--- src/common/gpm_pkg.sv ---
// constants, layouts and types of the global performance monitor control block
//
// Notes on behaviour
// global control at model-specific address 0x0700, global status at 0x0701, documented 32 bits
// writing 1 to write-only freeze-all bit 63 stops every counter
// writing 1 to write-only unfreeze-all bit 61 restarts all counting
// wake bit 62: 0 interrupts awake cores only, 1 wakes sleepers and interrupts all
// bits 27:0 of control are a read-write mask of cores receiving the interrupt
// with wake bit set, selected sleeping cores get a wake before the interrupt
// each counter has a software option whether its overflow reaches the global block
// a reported overflow raises the global freeze sent to all units
// each unit stops all its counters while the global freeze is seen
// while freezing, the interrupt goes to the selected cores if so configured
// software may preset a counter so it overflows after a chosen event count
// global status holds one sticky overflow bit per reporting source
// writing 1 to a status bit clears it, writing 0 leaves it
// status 63,62 mesh-memory units; 60 multichip stack; 59..56 periph and common stacks
// status 47,46 link-mesh units; 43..41 coherent link agents; 40,39 memory controllers
// status 30:3 one bit per caching home agent, agent 0 at bit 3
// status bit 2 power unit, bit 1 utility counters, bit 0 utility fixed counter
// software programs a counter's control and periodically reads its paired counter
// a unit's overflow status bit sets on counter overflow, clears on write of 1
// all fields reset to zero, reserved bits read zero, reserved writes ignored
package gpm_pkg;
   // -------------------------------------------------------------
   // register access port
   // -------------------------------------------------------------
   localparam int                    MSR_ADDR_W          = 16;
   localparam int                    MSR_DATA_W          = 64;
   localparam int                    MSR_DOC_SIZE        = 32;
   localparam logic [MSR_ADDR_W-1:0] GLOBAL_CTL_ADDR     = 16'h0700;
   localparam logic [MSR_ADDR_W-1:0] GLOBAL_STATUS_ADDR  = 16'h0701;
   localparam logic [MSR_ADDR_W-1:0] REPORT_EN_BASE      = 16'h0710;
   localparam logic [MSR_ADDR_W-1:0] UNIT_STATUS_BASE    = 16'h0718;
   localparam int                    GROUP_COUNT         = 4;
   localparam int                    GRP_IDX_W           = 2;
   localparam int                    SRC_COUNT           = 64;
   localparam int                    SRC_PER_GROUP       = 16;
   localparam int                    CTRS_PER_UNIT       = 4;

   // -------------------------------------------------------------
   // global control fields
   // -------------------------------------------------------------
   localparam int                    FRZ_ALL_BIT         = 63;
   localparam int                    WAKE_BIT            = 62;
   localparam int                    UNFRZ_ALL_BIT       = 61;
   localparam int                    CORE_SEL_LSB        = 0;
   localparam int                    CORE_SEL_W          = 28;
   localparam logic [63:0]           CTL_RESET           = 64'h0;
   localparam logic [63:0]           CTL_WRITE_MASK      = (64'h1 << WAKE_BIT) |
                                                           (((64'h1 << CORE_SEL_W) - 64'h1) << CORE_SEL_LSB);

   // -------------------------------------------------------------
   // global status fields
   // -------------------------------------------------------------
   localparam int                    MESH_MEMORY1_BIT    = 63;
   localparam int                    MESH_MEMORY0_BIT    = 62;
   localparam int                    MULTICHIP_BIT       = 60;
   localparam int                    PERIPH_COMMON_LSB   = 56;
   localparam int                    PERIPH_COMMON_W     = 4;
   localparam int                    LINK_MESH1_BIT      = 47;
   localparam int                    LINK_MESH0_BIT      = 46;
   localparam int                    LINK_AGENT_LSB      = 41;
   localparam int                    LINK_AGENT_W        = 3;
   localparam int                    MEMCTL_LSB          = 39;
   localparam int                    MEMCTL_W            = 2;
   localparam int                    HOME_AGENT_LSB      = 3;
   localparam int                    HOME_AGENT_W        = 28;
   localparam int                    POWER_UNIT_BIT      = 2;
   localparam int                    UTILITY_BOX_BIT     = 1;
   localparam int                    UTILITY_FIXED_BIT   = 0;
   localparam logic [63:0]           STATUS_RESET        = 64'h0;
   localparam logic [63:0]           STATUS_VALID_MASK   =
      (64'h1 << MESH_MEMORY1_BIT) | (64'h1 << MESH_MEMORY0_BIT) | (64'h1 << MULTICHIP_BIT) |
      (((64'h1 << PERIPH_COMMON_W) - 64'h1) << PERIPH_COMMON_LSB) |
      (64'h1 << LINK_MESH1_BIT) | (64'h1 << LINK_MESH0_BIT) |
      (((64'h1 << LINK_AGENT_W) - 64'h1) << LINK_AGENT_LSB) |
      (((64'h1 << MEMCTL_W) - 64'h1) << MEMCTL_LSB) |
      (((64'h1 << HOME_AGENT_W) - 64'h1) << HOME_AGENT_LSB) |
      (64'h1 << POWER_UNIT_BIT) | (64'h1 << UTILITY_BOX_BIT) | (64'h1 << UTILITY_FIXED_BIT);

   // -------------------------------------------------------------
   // wake timing
   // -------------------------------------------------------------
   localparam int                    CLK_PERIOD_NS       = 100;
   localparam int                    WAKE_WAIT_NS        = 2000;
   localparam int                    TMR_W               = 8;
   localparam int                    WAKE_WAIT_RAW       = WAKE_WAIT_NS / CLK_PERIOD_NS;
   localparam logic [TMR_W-1:0]      WAKE_WAIT_CYCLES    = TMR_W'((WAKE_WAIT_RAW < 1) ? 1 : WAKE_WAIT_RAW);

   // -------------------------------------------------------------
   // types
   // -------------------------------------------------------------
   typedef struct packed {
      logic                  valid;
      logic                  write;
      logic [MSR_ADDR_W-1:0] addr;
      logic [MSR_DATA_W-1:0] wdata;
   } gpm_msr_req_t;

   typedef struct packed {
      logic                  ack;
      logic [MSR_DATA_W-1:0] rdata;
   } gpm_msr_rsp_t;

   typedef enum logic [1:0] {
      GPM_IDLE = 2'b00,
      GPM_WAKE = 2'b01
   } gpm_state_t;
endpackage : gpm_pkg

--- src/hdl/gpm_source_slice.sv ---
// one reporting source: per-counter overflow status and report gating
`timescale 1ns/10ps
module gpm_source_slice
   import gpm_pkg::*;
#(
   parameter int CTRS = CTRS_PER_UNIT
) (
   input  wire logic            clock_in,
   input  wire logic            reset_n_in,
   input  wire logic            clk_en_in,
   input  wire logic [CTRS-1:0] ctr_overflow_in,
   input  wire logic [CTRS-1:0] report_en_in,
   input  wire logic [CTRS-1:0] clear_in,
   output logic      [CTRS-1:0] unit_status_out,
   output logic                 report_out
);
   // -------------------------------------------------------------
   // status and report
   // -------------------------------------------------------------
   logic [CTRS-1:0] status_ff;
   logic            report_ff;
   wire  [CTRS-1:0] nxt_status = (status_ff & ~clear_in) | ctr_overflow_in;
   wire             nxt_report = |(ctr_overflow_in & report_en_in);

   always_ff @(posedge clock_in or negedge reset_n_in) begin
      if (!reset_n_in) begin
         status_ff <= '0;
         report_ff <= 1'b0;
      end else if (clk_en_in) begin
         status_ff <= nxt_status;
         report_ff <= nxt_report;
      end
   end

   assign unit_status_out = status_ff;
   assign report_out      = report_ff;

   // -------------------------------------------------------------
   // checks
   // -------------------------------------------------------------
   property p_unit_set_wins;
      @(posedge clock_in) disable iff (!reset_n_in)
      (clk_en_in && (ctr_overflow_in != '0)) |=> ((status_ff & $past(ctr_overflow_in)) == $past(ctr_overflow_in));
   endproperty
   a_unit_set_wins: assert property (p_unit_set_wins) else $error("unit overflow status lost");
endmodule : gpm_source_slice

--- src/hdl/gpm_global_ctl.sv ---
// global control and overflow status of the performance monitor hierarchy
`timescale 1ns/10ps
module gpm_global_ctl
   import gpm_pkg::*;
#(
   parameter int NUM_CORES = CORE_SEL_W
) (
   input  wire logic                          clock_in,
   input  wire logic                          reset_n_in,
   input  wire logic                          clk_en_in,
   input  wire gpm_msr_req_t                  msr_req_in,
   input  wire logic [SRC_COUNT*CTRS_PER_UNIT-1:0] ctr_overflow_in,
   input  wire logic [NUM_CORES-1:0]          core_awake_in,
   output gpm_msr_rsp_t                       msr_rsp_out,
   output logic                               global_freeze_out,
   output logic      [NUM_CORES-1:0]          core_wake_out,
   output logic      [NUM_CORES-1:0]          core_pmi_out
);
   localparam int VEC_W = SRC_COUNT * CTRS_PER_UNIT;

   // -------------------------------------------------------------
   // state
   // -------------------------------------------------------------
   logic [63:0]          ctl_ff;
   logic [63:0]          status_ff;
   logic [VEC_W-1:0]     rpt_en_ff;
   logic                 freeze_ff;
   logic                 pending_ff;
   gpm_state_t           state_ff;
   logic [NUM_CORES-1:0] target_ff;
   logic [NUM_CORES-1:0] wake_ff;
   logic [NUM_CORES-1:0] pmi_ff;
   logic [TMR_W-1:0]     timer_ff;
   gpm_msr_rsp_t         rsp_ff;

   // -------------------------------------------------------------
   // register decode
   // -------------------------------------------------------------
   wire                  req_wr    = msr_req_in.valid && msr_req_in.write;
   wire                  req_rd    = msr_req_in.valid && !msr_req_in.write;
   wire [63:0]           wr_data   = msr_req_in.wdata;
   wire [MSR_ADDR_W-1:0] rpt_off   = msr_req_in.addr - REPORT_EN_BASE;
   wire [MSR_ADDR_W-1:0] ust_off   = msr_req_in.addr - UNIT_STATUS_BASE;
   wire                  hit_ctl   = msr_req_in.addr == GLOBAL_CTL_ADDR;
   wire                  hit_stat  = msr_req_in.addr == GLOBAL_STATUS_ADDR;
   wire                  hit_rpt   = rpt_off < MSR_ADDR_W'(GROUP_COUNT);
   wire                  hit_ust   = ust_off < MSR_ADDR_W'(GROUP_COUNT);
   wire [GRP_IDX_W-1:0]  rpt_grp   = rpt_off[GRP_IDX_W-1:0];
   wire [GRP_IDX_W-1:0]  ust_grp   = ust_off[GRP_IDX_W-1:0];
   wire                  wr_ctl    = req_wr && hit_ctl;
   wire                  wr_stat   = req_wr && hit_stat;
   wire                  wr_rpt    = req_wr && hit_rpt;
   wire                  wr_ust    = req_wr && hit_ust;
   wire                  rd_stat   = req_rd && hit_stat;
   wire                  frz_cmd   = wr_ctl && wr_data[FRZ_ALL_BIT];
   wire                  unfrz_cmd = wr_ctl && wr_data[UNFRZ_ALL_BIT];

   // -------------------------------------------------------------
   // reporting sources
   // -------------------------------------------------------------
   logic [SRC_COUNT-1:0] report_vec;
   logic [VEC_W-1:0]     unit_status;
   logic [VEC_W-1:0]     ust_clear;
   logic [VEC_W-1:0]     rpt_valid;
   logic [VEC_W-1:0]     nxt_rpt_en;

   // reserved positions get no slice, so their bits stay zero for good
   for (genvar i = 0; i < SRC_COUNT; i++) begin : g_src
      if (STATUS_VALID_MASK[i]) begin : g_on
         assign rpt_valid[i*CTRS_PER_UNIT +: CTRS_PER_UNIT] = '1;
         assign ust_clear[i*CTRS_PER_UNIT +: CTRS_PER_UNIT] =
            (wr_ust && ust_grp == GRP_IDX_W'(i / SRC_PER_GROUP))
            ? wr_data[(i % SRC_PER_GROUP)*CTRS_PER_UNIT +: CTRS_PER_UNIT] : '0;
         gpm_source_slice #(
            .CTRS            (CTRS_PER_UNIT)
         ) u_slice (
            .clock_in        (clock_in),
            .reset_n_in      (reset_n_in),
            .clk_en_in       (clk_en_in),
            .ctr_overflow_in (ctr_overflow_in[i*CTRS_PER_UNIT +: CTRS_PER_UNIT]),
            .report_en_in    (rpt_en_ff[i*CTRS_PER_UNIT +: CTRS_PER_UNIT]),
            .clear_in        (ust_clear[i*CTRS_PER_UNIT +: CTRS_PER_UNIT]),
            .unit_status_out (unit_status[i*CTRS_PER_UNIT +: CTRS_PER_UNIT]),
            .report_out      (report_vec[i])
         );
      end else begin : g_off
         assign rpt_valid[i*CTRS_PER_UNIT +: CTRS_PER_UNIT]   = '0;
         assign ust_clear[i*CTRS_PER_UNIT +: CTRS_PER_UNIT]   = '0;
         assign unit_status[i*CTRS_PER_UNIT +: CTRS_PER_UNIT] = '0;
         assign report_vec[i]                                 = 1'b0;
      end
   end

   for (genvar g = 0; g < GROUP_COUNT; g++) begin : g_grp
      assign nxt_rpt_en[g*64 +: 64] = (wr_rpt && rpt_grp == GRP_IDX_W'(g))
                                      ? (wr_data & rpt_valid[g*64 +: 64]) : rpt_en_ff[g*64 +: 64];
   end

   // -------------------------------------------------------------
   // control, status and freeze
   // -------------------------------------------------------------
   wire        ovf_event  = |report_vec;
   wire [63:0] stat_clr   = wr_stat ? (wr_data & STATUS_VALID_MASK) : 64'h0;
   // a clear landing with a new overflow keeps the bit: set wins
   wire [63:0] nxt_status = (status_ff & ~stat_clr) | report_vec;
   wire [63:0] nxt_ctl    = wr_ctl ? (wr_data & CTL_WRITE_MASK) : ctl_ff;
   // freeze beats unfreeze when both arrive together, stopping is the safe side
   wire        nxt_freeze = frz_cmd || ovf_event || (freeze_ff && !unfrz_cmd);

   always_ff @(posedge clock_in or negedge reset_n_in) begin
      if (!reset_n_in) begin
         ctl_ff    <= CTL_RESET;
         status_ff <= STATUS_RESET;
         rpt_en_ff <= '0;
         freeze_ff <= 1'b0;
      end else if (clk_en_in) begin
         ctl_ff    <= nxt_ctl;
         status_ff <= nxt_status;
         rpt_en_ff <= nxt_rpt_en;
         freeze_ff <= nxt_freeze;
      end
   end

   // -------------------------------------------------------------
   // interrupt delivery
   // -------------------------------------------------------------
   wire [NUM_CORES-1:0] core_sel    = ctl_ff[CORE_SEL_LSB +: NUM_CORES];
   wire                 wake_mode   = ctl_ff[WAKE_BIT];
   wire                 want_irq    = (pending_ff || ovf_event) && (core_sel != '0);
   wire                 in_idle     = state_ff == GPM_IDLE;
   wire                 in_wake     = state_ff == GPM_WAKE;
   wire [NUM_CORES-1:0] sleepers    = core_sel & ~core_awake_in;
   wire                 go_wake     = in_idle && want_irq && wake_mode && (sleepers != '0);
   wire                 send_now    = in_idle && want_irq && !go_wake;
   wire                 wake_done   = in_wake && (((target_ff & ~core_awake_in) == '0) || timer_ff == '0);
   // an event arriving while the wake is in flight is kept for the next round
   wire                 nxt_pending = (in_idle && (pending_ff || ovf_event)) ? 1'b0 : (pending_ff || ovf_event);
   wire [NUM_CORES-1:0] send_set    = wake_mode ? core_sel : (core_sel & core_awake_in);
   wire [NUM_CORES-1:0] nxt_pmi     = send_now ? send_set : (wake_done ? target_ff : '0);
   wire [NUM_CORES-1:0] nxt_wake    = go_wake ? sleepers : (wake_done ? '0 : wake_ff);
   wire [NUM_CORES-1:0] nxt_target  = go_wake ? core_sel : target_ff;
   wire [TMR_W-1:0]     nxt_timer   = go_wake ? WAKE_WAIT_CYCLES : (in_wake ? timer_ff - TMR_W'(1) : timer_ff);
   gpm_state_t          nxt_state;

   always_comb begin
      case (state_ff)
         GPM_IDLE: begin
            nxt_state = go_wake ? GPM_WAKE : GPM_IDLE;
         end
         GPM_WAKE: begin
            nxt_state = wake_done ? GPM_IDLE : GPM_WAKE;
         end
         default: begin
            nxt_state = GPM_IDLE;
         end
      endcase
   end

   always_ff @(posedge clock_in or negedge reset_n_in) begin
      if (!reset_n_in) begin
         state_ff   <= GPM_IDLE;
         pending_ff <= 1'b0;
         target_ff  <= '0;
         wake_ff    <= '0;
         pmi_ff     <= '0;
         timer_ff   <= '0;
      end else if (clk_en_in) begin
         state_ff   <= nxt_state;
         pending_ff <= nxt_pending;
         target_ff  <= nxt_target;
         wake_ff    <= nxt_wake;
         pmi_ff     <= nxt_pmi;
         timer_ff   <= nxt_timer;
      end
   end

   // -------------------------------------------------------------
   // read answer
   // -------------------------------------------------------------
   // write-only bits have no storage, so they read back as zero
   wire [63:0] rd_data = hit_ctl  ? ctl_ff :
                         hit_stat ? status_ff :
                         hit_rpt  ? rpt_en_ff[rpt_grp*64 +: 64] :
                         hit_ust  ? unit_status[ust_grp*64 +: 64] : 64'h0;
   gpm_msr_rsp_t nxt_rsp;
   assign nxt_rsp.ack   = msr_req_in.valid;
   assign nxt_rsp.rdata = req_rd ? rd_data : 64'h0;

   always_ff @(posedge clock_in or negedge reset_n_in) begin
      if (!reset_n_in) begin
         rsp_ff <= '0;
      end else if (clk_en_in) begin
         rsp_ff <= nxt_rsp;
      end
   end

   assign msr_rsp_out       = rsp_ff;
   assign global_freeze_out = freeze_ff;
   assign core_wake_out     = wake_ff;
   assign core_pmi_out      = pmi_ff;

   // -------------------------------------------------------------
   // checks
   // -------------------------------------------------------------
   property p_ctl_write;
      @(posedge clock_in) disable iff (!reset_n_in)
      (clk_en_in && wr_ctl) |=> (ctl_ff == ($past(wr_data) & CTL_WRITE_MASK));
   endproperty
   a_ctl_write: assert property (p_ctl_write) else $error("control write not stored");

   property p_freeze_cmd;
      @(posedge clock_in) disable iff (!reset_n_in)
      (clk_en_in && frz_cmd) |=> global_freeze_out;
   endproperty
   a_freeze_cmd: assert property (p_freeze_cmd) else $error("freeze-all did not freeze");

   property p_unfreeze_cmd;
      @(posedge clock_in) disable iff (!reset_n_in)
      (clk_en_in && unfrz_cmd && !frz_cmd && !ovf_event) |=> !global_freeze_out;
   endproperty
   a_unfreeze_cmd: assert property (p_unfreeze_cmd) else $error("unfreeze-all did not release");

   property p_ovf_freeze;
      @(posedge clock_in) disable iff (!reset_n_in)
      (clk_en_in && ovf_event) |=> global_freeze_out;
   endproperty
   a_ovf_freeze: assert property (p_ovf_freeze) else $error("overflow did not freeze");

   property p_status_sticky;
      @(posedge clock_in) disable iff (!reset_n_in)
      (clk_en_in && ovf_event) |=> ((status_ff & $past(report_vec)) == $past(report_vec));
   endproperty
   a_status_sticky: assert property (p_status_sticky) else $error("overflow status not set");

   property p_status_w1c;
      @(posedge clock_in) disable iff (!reset_n_in)
      (clk_en_in && wr_stat && !ovf_event) |=> ((status_ff & $past(wr_data)) == 64'h0);
   endproperty
   a_status_w1c: assert property (p_status_w1c) else $error("status bit not cleared");

   property p_awake_only;
      @(posedge clock_in) disable iff (!reset_n_in)
      (clk_en_in && send_now && !wake_mode) |=> ((core_pmi_out & ~$past(core_awake_in)) == '0);
   endproperty
   a_awake_only: assert property (p_awake_only) else $error("interrupt sent to sleeping core");

   property p_wake_first;
      @(posedge clock_in) disable iff (!reset_n_in)
      (clk_en_in && go_wake) |=> (core_wake_out != '0) && (core_pmi_out == '0);
   endproperty
   a_wake_first: assert property (p_wake_first) else $error("wake not sent before interrupt");

   property p_reserved_zero;
      @(posedge clock_in) disable iff (!reset_n_in)
      (clk_en_in && rd_stat) |=> msr_rsp_out.ack && ((msr_rsp_out.rdata & ~STATUS_VALID_MASK) == 64'h0);
   endproperty
   a_reserved_zero: assert property (p_reserved_zero) else $error("reserved status bits not zero");

   property p_mask_gate;
      @(posedge clock_in) disable iff (!reset_n_in)
      (clk_en_in && send_now) |=> ((core_pmi_out & ~$past(core_sel)) == '0);
   endproperty
   a_mask_gate: assert property (p_mask_gate) else $error("interrupt outside core mask");

   property p_wake_all;
      @(posedge clock_in) disable iff (!reset_n_in)
      (clk_en_in && send_now && wake_mode) |=> (core_pmi_out == $past(core_sel));
   endproperty
   a_wake_all: assert property (p_wake_all) else $error("wake mode missed a masked core");

   property p_no_mask;
      @(posedge clock_in) disable iff (!reset_n_in)
      (clk_en_in && in_idle && (core_sel == '0)) |=> (core_pmi_out == '0);
   endproperty
   a_no_mask: assert property (p_no_mask) else $error("interrupt with empty mask");

   property p_wake_hold;
      @(posedge clock_in) disable iff (!reset_n_in)
      (clk_en_in && in_wake && !wake_done) |=> (core_pmi_out == '0);
   endproperty
   a_wake_hold: assert property (p_wake_hold) else $error("interrupt during wake phase");

   property p_wake_then_irq;
      @(posedge clock_in) disable iff (!reset_n_in)
      (clk_en_in && wake_done) |=> (core_pmi_out == $past(target_ff)) && (core_wake_out == '0);
   endproperty
   a_wake_then_irq: assert property (p_wake_then_irq) else $error("no interrupt after wake");

   property p_req_ack;
      @(posedge clock_in) disable iff (!reset_n_in)
      (clk_en_in && msr_req_in.valid) |=> msr_rsp_out.ack;
   endproperty
   a_req_ack: assert property (p_req_ack) else $error("register access not acknowledged");

   property p_ctl_wo_zero;
      @(posedge clock_in) disable iff (!reset_n_in)
      (clk_en_in && req_rd && hit_ctl) |=> ((msr_rsp_out.rdata & ~CTL_WRITE_MASK) == 64'h0);
   endproperty
   a_ctl_wo_zero: assert property (p_ctl_wo_zero) else $error("control reserved bits not zero");

   property p_freeze_hold;
      @(posedge clock_in) disable iff (!reset_n_in)
      (clk_en_in && global_freeze_out && !unfrz_cmd) |=> global_freeze_out;
   endproperty
   a_freeze_hold: assert property (p_freeze_hold) else $error("freeze dropped without unfreeze");
endmodule : gpm_global_ctl

--- config.mk ---
export PLATFORM = sky130hd
export DESIGN_NAME = gpm_global_ctl
export DESIGN_NICKNAME = d
export VERILOG_FILES = /design/src/common/gpm_pkg.sv /design/src/hdl/gpm_source_slice.sv /design/src/hdl/gpm_global_ctl.sv
export SDC_FILE = /design/constraint.sdc
export NUM_CORES = 1
export LEC_CHECK = 0
export BUFFER_PORTS_ARGS = -buffer_cell sky130_fd_sc_hd__buf_2
export CORE_ASPECT_RATIO = 1.75
export CORE_MARGIN = 5
export CORE_UTILIZATION = 30
export DETAILED_ROUTE_END_ITERATION = 6
export HOLD_SLACK_MARGIN = 0.08
export SLEW_MARGIN = 20
export SYNTH_ARGS = -nofsm -noshare
export SYNTH_HDL_FRONTEND = slang
export SYNTH_HIERARCHICAL = 1
export SYNTH_SLANG_ARGS = --single-unit
--- constraint.sdc ---
create_clock -name clock_in -period 3.8 [get_ports clock_in]
set_clock_uncertainty 0.1 [all_clocks]
set_input_delay 0.19 -clock clock_in [delete_from_list [all_inputs] [get_ports clock_in]]
set_output_delay 0.19 -clock clock_in [all_outputs]
set_load 0.03 [all_outputs]
Yosys cells after proc, flatten, opt, wreduce, memory -nomap -nowiden --
Index checks and enable logic that the tools add are counted. Widths: inputs -> output; s select.
Cells by class: reduce and logical (&&, ||, !) cells 94, multiplexer cells 62, order comparisons 2, bitwise logic cells 187, shifts and indexed selects 2, add/subtract/negate cells 3, eq/ne operators 9
Operator list (number):
- $shiftx 256x9->64 | 2
- $mux 64 | 6
- $and 4x4->4 | 90
- $mux 4 | 45
- $not 4->4 | 45
- $or 4x4->4 | 45
- $reduce_or 4->1 | 45
- $mux 28 | 5
- $and 28x28->28 | 3
- $and 64x64->64 | 1
- $not 64->64 | 1
- $or 64x64->64 | 1
- $reduce_bool 28->1 | 2
- $reduce_or 45->1 | 1
- $eq 16x11->1 const B | 2
- $lt 16x3->1 const B | 2
- $sub 16x11->16 const B | 2
- $logic_not 28->1 | 1
- $not 28->28 | 1
- $logic_and 1x1->1 | 24
- $mux 8 | 2
- $reduce_and 2->1 | 8
- $eq 2x2->1 const B | 4
- $logic_not 8->1 | 1
- other kinds (8) | 20
Storage, ports and cells: logic and storage cells 464, input bits 369, flip-flop bits (word level) 659

Logic depth before layout (Yosys ltp) --
Gate-level depths: netlist (run 1).
depth in word-level cells 9, depth in mapped cells 11, mapped depth without buffers 9

By module --
The synthesis (run 1) kept the hierarchy.
By module, submodules not included:
- gpm_global_ctl | area each 21638.3 um^2, seq. area each 10359.9 um^2, cells an instance 1886, instances 1
- gpm_source_slice | area each 211.5 um^2, seq. area each 125.1 um^2, cells an instance 18, instances 45

Least setup slack after synthesis (run 1) --
Ideal clock, no wire load.
kind input-to-reg, start input msr_req_in[67] in the netlist's numbering, end register g_src[0].g_on.u_slice.status_ff[0], path slack 1.244 ns, setup time 0.121 ns, buffers on the path 2, stages 11, data required time 3.579 ns, arrival time 2.335 ns, cell sequence ha_1 nor3b_1 nand3_1 a2111o_1 nor3_2 nor4bb_1 buf_2 clkbuf_1 and2_1 nand2_1 a22o_1
On the way: longest elaborated chain between the ends 8
Ends and longest elaborated chain:
- start: declaration | RTL line gpm_global_ctl.sv:11 | input wire gpm_msr_req_t msr_req_in,
- $sub 16x11->16 | RTL line gpm_global_ctl.sv:43 | wire [MSR_ADDR_W-1:0] ust_off = msr_req_in.addr - UNIT_STATUS_BASE;
- $lt 16x3->1 | RTL line gpm_global_ctl.sv:47 | wire hit_ust = ust_off < MSR_ADDR_W'(GROUP_COUNT);
- $logic_and 1x1->1 | RTL line gpm_global_ctl.sv:53 | wire wr_ust = req_wr && hit_ust;
- $logic_and 1x1->1 | RTL line gpm_global_ctl.sv:72 | (wr_ust && ust_grp == GRP_IDX_W'(i / SRC_PER_GROUP))
- $mux 4 | RTL line gpm_global_ctl.sv:73 | ? wr_data[(i % SRC_PER_GROUP)*CTRS_PER_UNIT +: CTRS_PER_UNIT] : '0;
- net ust_clear[0] | RTL line gpm_global_ctl.sv:63 | logic [VEC_W-1:0] ust_clear;
- $not 4->4 | RTL line gpm_source_slice.sv:22 | wire [CTRS-1:0] nxt_status = (status_ff & ~clear_in) | ctr_overflow_in;
- $and 4x4->4 | RTL line gpm_source_slice.sv:22
- $or 4x4->4 | RTL line gpm_source_slice.sv:22
- end signal: assignment | RTL line gpm_source_slice.sv:30 | status_ff <= nxt_status;
- end: declaration | RTL line gpm_source_slice.sv:20 | logic [CTRS-1:0] status_ff;
The timed path passes the listed nets, and every way through them passes these cells. A chain may end at the register's enable or synchronous reset.

Worst setup path after layout (run 1) --
start input msr_req_in[68] in the netlist's numbering, end register g_src[4].g_on.u_slice.status_ff[1]
On the way: longest elaborated chain between the ends 8
Ends and longest elaborated chain (RTL line):
- $sub 16x11->16 | gpm_global_ctl.sv:43
- $lt 16x3->1 | gpm_global_ctl.sv:47
- $logic_and 1x1->1 | gpm_global_ctl.sv:53
- $logic_and 1x1->1 | gpm_global_ctl.sv:72
- $mux 4 | gpm_global_ctl.sv:73
- net ust_clear[17] | gpm_global_ctl.sv:63
- $not 4->4 | gpm_source_slice.sv:22
- $and 4x4->4 | gpm_source_slice.sv:22
- $or 4x4->4 | gpm_source_slice.sv:22
- end signal: assignment | gpm_source_slice.sv:30
- end: declaration | gpm_source_slice.sv:20
The timed path passes the listed nets, and every way through them passes these cells.

==> flow_metrics.env, run 1 <==
export IMPL_io_buffers=414
export IMPL_cp_cell_sequence="dlygate4sd3_1 > buf_2 > ha_1 > nor3b_1 > nand3_1 > a2111o_1 > nor3_2 > buf_4 > nor4bb_4 > buf_4 > buf_6 > and2_1 > nand2_1 > a22o_1 > dlygate4sd3_1"
export IMPL_leakagePower_nw=18.3
export IMPL_path_class="primary input to flop"
export IMPL_clk_pin_slew_ps=60
export IMPL_htreeDepth=3
export IMPL_wl_per_cell_um=25.3
export IMPL_slowest_delay_ps=550
export IMPL_yosysSeqAreaShare_pct=51.3
export IMPL_synth_warnings=6
export IMPL_p_clk_share_pct=47.4
export IMPL_die_w_um=254
export IMPL_synth_cell_types=59
export IMPL_cp_end_kind="flop"
export IMPL_synthCells=2696
export IMPL_vias=26400
export IMPL_required_ps=4210
export IMPL_final_antenna_net_count=0
export IMPL_mostFrequentLayoutCell="dfrtp_1"
export IMPL_dp_hpwl_um=85900
export IMPL_cp_num_buf_inv=6
export IMPL_synth_main_ff_cell="dfrtp_1"
export IMPL_placedInstanceArea_um2=34900
export IMPL_sequentialPowerShare_pct=45.1
export IMPL_setup_violations=0
export IMPL_status="finished, final reports clean"
export IMPL_wl_met3_um=7060
export IMPL_core_area_um2=103000
export IMPL_avgSynthCellArea_um2=11.6
export IMPL_row_count=156
export IMPL_wl_um=125000
export IMPL_synth_net_count=3068
export IMPL_holdCritPathClass="primary input to async pin"
export IMPL_crit_cells=15
export IMPL_viasPerCell=5.33
export IMPL_grt_total_usage_pct=22.0
export IMPL_switching_power_mw=3.73
export IMPL_setup_tns_ps=0
export IMPL_grt_pass1_vias=27900
export IMPL_powerDensity_nw_per_um2=366
export IMPL_final_hold_violation_count=0
export IMPL_areaGrowthSynthToFinish_pct=34.2
export IMPL_cts_tree="built"
export IMPL_cts_made_buffers=69
export IMPL_cts_buffer_depth=3
export IMPL_grt_max_degree=199
export IMPL_p_comb_share_pct=7.5
export IMPL_clock_latency_ps=640
export IMPL_ir_worst_vdd_v=0.000345
export IMPL_drv_slew=0
export IMPL_initial_core_util_pct=30.2
export IMPL_layout_common_cells="639 x dfrtp_1, 449 x dlygate4sd3_1, 410 x buf_2"
export IMPL_synthArstFlopShare_pct=100
export IMPL_fp_dieArea_um2=111000
export IMPL_top_layer_used="met4"
export IMPL_syn_area_um2=31200
export IMPL_place_gp_congestion=0.847
export IMPL_wl_met2_um=64100
export IMPL_crit_family="buffers and inverters"
export IMPL_drc=0
export IMPL_final_cell_area_um2=41800
export IMPL_cts_root_buffer="clkbuf_16"
export IMPL_cts_sinks=639
export IMPL_fillers=9854
export IMPL_firstDrtPassIters=5
export IMPL_wl_met1_um=47800
export IMPL_cp_slowest_cell="dlygate4sd3_1"
export IMPL_min_period_ps=3680
export IMPL_slew_headroom_pct=27.9
export IMPL_internal_power_mw=11.6
export IMPL_first_iter_violations=1812
export IMPL_timing_final_crit_share_pct=96.9
export IMPL_synth_seq_cells=639
export IMPL_nets=3913
export IMPL_antenna_found_initial=20
export IMPL_critPathMaxFanout=22
export IMPL_critPathArrivalTime_ps=4090
export IMPL_die_h_um=436
export IMPL_swShare_pct=24.4
export IMPL_drv_cap=0
export IMPL_ff2ff_path_depth=7
export IMPL_pin_count=491
export IMPL_worst_slew_pin_slew_ps=1080
export IMPL_fmax_ghz=0.272
export IMPL_drive_above_1_share_pct=23.6
export IMPL_fin_util_pct=40.5
export IMPL_grt_ovfl_total=0
export IMPL_grt_pass1_wl_um=183000
export IMPL_synth_edf_count=0
export IMPL_start_kind="primary input"
## sequential cells by signal, summed over array words and instances, names as in the netlist
| signal | flops |
|---|---|
| core_wake_out | 28 |
| ctl_ff | 29 |
| msr_rsp_out | 65 |
| target_ff | 28 |
| status_ff | 45 |
| timer_ff | 8 |
| core_pmi_out | 28 |
| rpt_en_ff | 180 |
| pending_ff | 1 |
| state_ff | 1 |
| global_freeze_out | 1 |
| g_src.g_on.u_slice/unit_status_out | 180 |
| g_src.g_on.u_slice/report_out | 45 |
## power groups by stage
stage / Sequential [mW] / Clock, mW / Combinational, mW
final: 6.90 / 7.25 / 1.15
after global routing: 6.90 / 7.64 / 1.24
after CTS: 6.91 / 7.45 / 1.16
after detailed placement: 7.03 / 0 / 0.916
after global placement: 7.03 / 0 / 0.912
after floorplan: 6.99 / 0 / 0.309
## cell usage after synthesis (all sizes together) (28+ instances only)
cell type	n	area, um^2
dfrtp	639	16000
a31o	29	254
clkbuf	90	338
mux4	40	901
nor2	68	258
o221ai	28	245
a21oi	36	180
inv	50	188
a22o	230	2010
mux2i	78	781
a22oi	124	931
nor4	30	209
nand2	283	1060
a31oi	45	282
o2bb2ai	56	490
mux2	279	3140
nor2b	31	194
nand3	77	398
o21ai	95	475
buf	97	816
and2	186	1160
## final cells by class
| type | instances | area [um^2] | area share, % |
|---|---|---|---|
| Antenna cell | 19 | 47.5 | 0.114 |
| Clock buffer | 89 | 1930 | 4.63 |
| Clock inverter | 31 | 432 | 1.03 |
| Inverter | 50 | 190 | 0.455 |
| Multi-Input combinational cell | 1820 | 13900 | 33.3 |
| Sequential cell | 639 | 16000 | 38.2 |
| Tap cell | 1343 | 1680 | 4.02 |
| Timing Repair Buffer | 961 | 7630 | 18.3 |
## path summary, 6_finish.rpt
check / end / slack [ps] / from
min: g_src[62].g_on.u_slice/unit_status_out[1]$_DFFE_PN0P_ / 90 / reset_n_in
max in group asynchronous: g_src[25].g_on.u_slice/unit_status_out[2]$_DFFE_PN0P_ / 2390 / reset_n_in
max: g_src[4].g_on.u_slice/unit_status_out[1]$_DFFE_PN0P_ / 120 / msr_req_in[68]
min reg2reg: status_ff[56]$_DFFE_PN0P_ / 400 / status_ff[56]$_DFFE_PN0P_
max reg2reg: target_ff[2]$_DFFE_PN0P_ / 760 / ctl_ff[21]$_DFFE_PN0P_
min in group clock_in: g_src[29].g_on.u_slice/unit_status_out[3]$_DFFE_PN0P_ / 270 / ctr_overflow_in[119]
## per-stage QoR
step                cells  power, mW  setup slack [ps]  hold WS [ps]
finish               4952       15.3               120          93.4
global route         4945       15.8             -18.1           162
CTS                  4931       15.5               213           123
detailed placement   4362       7.95               612           214
global placement     4362       7.95               648           214
floorplan            2696       7.30              1240          -206
## kinds of logic after synthesis
| group | count (synthesis) | share of synthesized area (%) |
|---|---|---|
| mux | 397 | 15.5 |
| compound gates | 685 | 16.8 |
| fa+ha+maj | 3 | 0.120 |
| xor+xnor | 6 | 0.169 |
| simple gates | 729 | 11.8 |
| flops | 639 | 51.3 |
| buf+inv | 237 | 4.31 |
## metal layers
layer	vias up	global-route usage, %
li1	11700	-
met5	-	0
met2	1011	38.9
met4	0	10.4
met1	13400	25.8
met3	251	3.42
## timing repair
| item | 4_1_cts | 5_1_grt |
|---|---|---|
| gates resized for setup | 0 | 2 |
| setup buffers | 0 | 1 |
| hold endpoints to repair | 705 | 0 |
| endpoints found under the setup margin | 0 | 7 |
| hold buffers | 449 | 0 |
No activity file was read; power rests on OpenSTA's default activity.
==> run 2, diff against run 1 <==
CORE_MARGIN = not set   (was 5)
clock period = 3.1 ns   (was 3.8 ns; I/O delays follow)
==> run 2 against run 1 <==
Compared with the run above: utilization is 0.21 points higher; register-to-register slack got worse by 560 ps; global-route usage is 1.4 points higher; die area fell by 4.9%; critical path depth shrank 5; combinational power up 23%; clock power up 16%; critical path type unchanged.
==> flow_metrics.env, run 2 (synthesized netlist as in run 1, its figures left out) <==
export IMPL_rsz0062_at_grt="no"
export IMPL_firstDrtPassIters=7
export IMPL_layout_common_cells="638 x dfrtp_1, 455 x dlygate4sd3_1, 410 x buf_2"
export IMPL_worst_slew_pin_slew_ps=956
export IMPL_fin_cells=4968
export IMPL_pin_count=491
export IMPL_min_period_ps=3000
export IMPL_core_area_um2=103000
export IMPL_mostFrequentLayoutCell="dfrtp_1"
export IMPL_holdCritPathClass="primary input to async pin"
export IMPL_row_count=156
export IMPL_critPathArrivalTime_ps=3420
export IMPL_required_ps=3520
export IMPL_grt_ovfl_total=0
export IMPL_place_gp_congestion=0.890
export IMPL_viasPerCell=5.26
export IMPL_critPathMaxFanout=35
export IMPL_cp_slowest_cell="dlygate4sd3_1"
export IMPL_timing_final_crit_share_pct=96.8
export IMPL_grt_total_usage_pct=23.3
export IMPL_r2r_slack_ps=200
export IMPL_fin_util_pct=40.7
export IMPL_r2r_start="g_src[58].g_on.u_slice/report_out$_DFFE_PN0P_"
export IMPL_cts_resized=0
export IMPL_start_kind="primary input"
export IMPL_cp_end_kind="flop"
export IMPL_power_mw=18.3
export IMPL_place_inst=4383
export IMPL_fmax_ghz=0.333
export IMPL_final_hold_violation_count=0
export IMPL_antenna_found_initial=14
export IMPL_powerDensity_nw_per_um2=436
export IMPL_path_class="primary input to flop"
export IMPL_status="finished, final reports clean"
export IMPL_cts_root_buffer="clkbuf_16"
export IMPL_drv_slew=0
export IMPL_critPathMostFrequentCell="dlygate4sd3_1"
export IMPL_vias=26100
export IMPL_slowest_delay_ps=570
export IMPL_ff2ff_path_depth=8
export IMPL_wl_per_cell_um=24.7
export IMPL_multi_input_area_um2=13900
export IMPL_drive_above_1_share_pct=24.0
export IMPL_cp_cell_sequence="dlygate4sd3_1 > buf_8 > nor2_1 > nor4bb_4 > buf_4 > buf_12 > and2_1 > nand2_1 > a22o_1 > dlygate4sd3_1"
export IMPL_drc=0
export IMPL_grt_pass1_wl_um=182000
export IMPL_grt_pass1_vias=27900
export IMPL_drv_cap=0
export IMPL_crit_family="buffers and inverters"
export IMPL_cts_buffer_depth=3
export IMPL_nets=3937
export IMPL_die_w_um=246
export IMPL_setup_violations=0
export IMPL_first_iter_violations=1568
export IMPL_areaGrowthSynthToFinish_pct=34.7
export IMPL_r2r_end="core_wake_out[27]$_DFFE_PN0P_"
export IMPL_die_h_um=428
export IMPL_initial_core_util_pct=30.2
export IMPL_cts_made_buffers=68
export IMPL_cp_num_buf_inv=5
export IMPL_slew_headroom_pct=36.3
export IMPL_final_antenna_net_count=0
export IMPL_wl_um=123000
export IMPL_fp_dieArea_um2=105000
export IMPL_setup_tns_ps=0
export IMPL_dp_hpwl_um=85300
export IMPL_cts_tree="built"
export IMPL_clk_pin_slew_ps=60
export IMPL_io_buffers=414
export IMPL_htreeDepth=3
export IMPL_leakagePower_nw=18.4
export IMPL_grt_max_degree=155
export IMPL_ir_worst_vdd_v=0.000549
export IMPL_fillers=9986
export IMPL_clock_latency_ps=650
export IMPL_cts_sinks=639
export IMPL_regArea_um2=16000
run 2: layer usage:
| metal | GRT usage [%] | vias to the layer above | share of wire, % |
|---|---|---|---|
| li1 | - | 11700 | - |
| met1 | 26.5 | 13400 | 39 |
| met2 | 41.4 | 796 | 52 |
| met3 | 3.59 | 235 | 4.9 |
| met4 | 12.5 | 4 | 5.1 |
| met5 | 0 | - | 0.019 |
run 2: report_power, final:
group / switching (mW) / internal (mW)
combinational: 0.853 / 0.557
clock: 3.59 / 4.82
sequential: 0.0788 / 8.38
run 2: layout make-up:
class / count / share of cell area [%]
Clock buffer: 96 / 4.76
Tap cell: 1343 / 4.01
Antenna cell: 14 / 0.0835
Timing Repair Buffer: 986 / 18.9
Sequential cell: 639 / 38.1
Inverter: 50 / 0.453
Clock inverter: 20 / 0.525
Multi-Input combinational cell: 1820 / 33.2
run 2: worst max-delay path by stage:
stage / endpoint / depth (start not counted) / start / slack, ps
after floorplan: g_src[0].g_on.u_slice/unit_status_out[0]$_DFFE_PN0P_ / 11 / msr_req_in[67] / 580
after global placement: g_src[5].g_on.u_slice/unit_status_out[1]$_DFFE_PN0P_ / 13 / msr_req_in[67] / 130
after detailed placement: g_src[5].g_on.u_slice/unit_status_out[3]$_DFFE_PN0P_ / 13 / msr_req_in[67] / 70
after CTS: core_wake_out[18]$_DFFE_PN0P_ / 8 / g_src[58].g_on.u_slice/report_out$_DFFE_PN0P_ / 100
after global routing: g_src[5].g_on.u_slice/unit_status_out[3]$_DFFE_PN0P_ / 14 / msr_req_in[67] / 20
final: g_src[5].g_on.u_slice/unit_status_out[3]$_DFFE_PN0P_ / 10 / msr_req_in[64] / 100
run 2: stage by stage:
stage | hold slack [ps] | setup slack (ps) | cell area (um^2)
global placement | 209 | 126 | 35100
CTS | 105 | 95.5 | 41900
detailed placement | 201 | 74.9 | 35100
floorplan | -241 | 579 | 31200
finish | 110 | 101 | 42000
global route | 146 | 16.6 | 41900
run 2: repair_timing:
item / 4_1_cts / 5_1_grt
hold buffers: 455 / 0
setup buffers: 0 / 0
hold endpoints to repair: 766 / 0
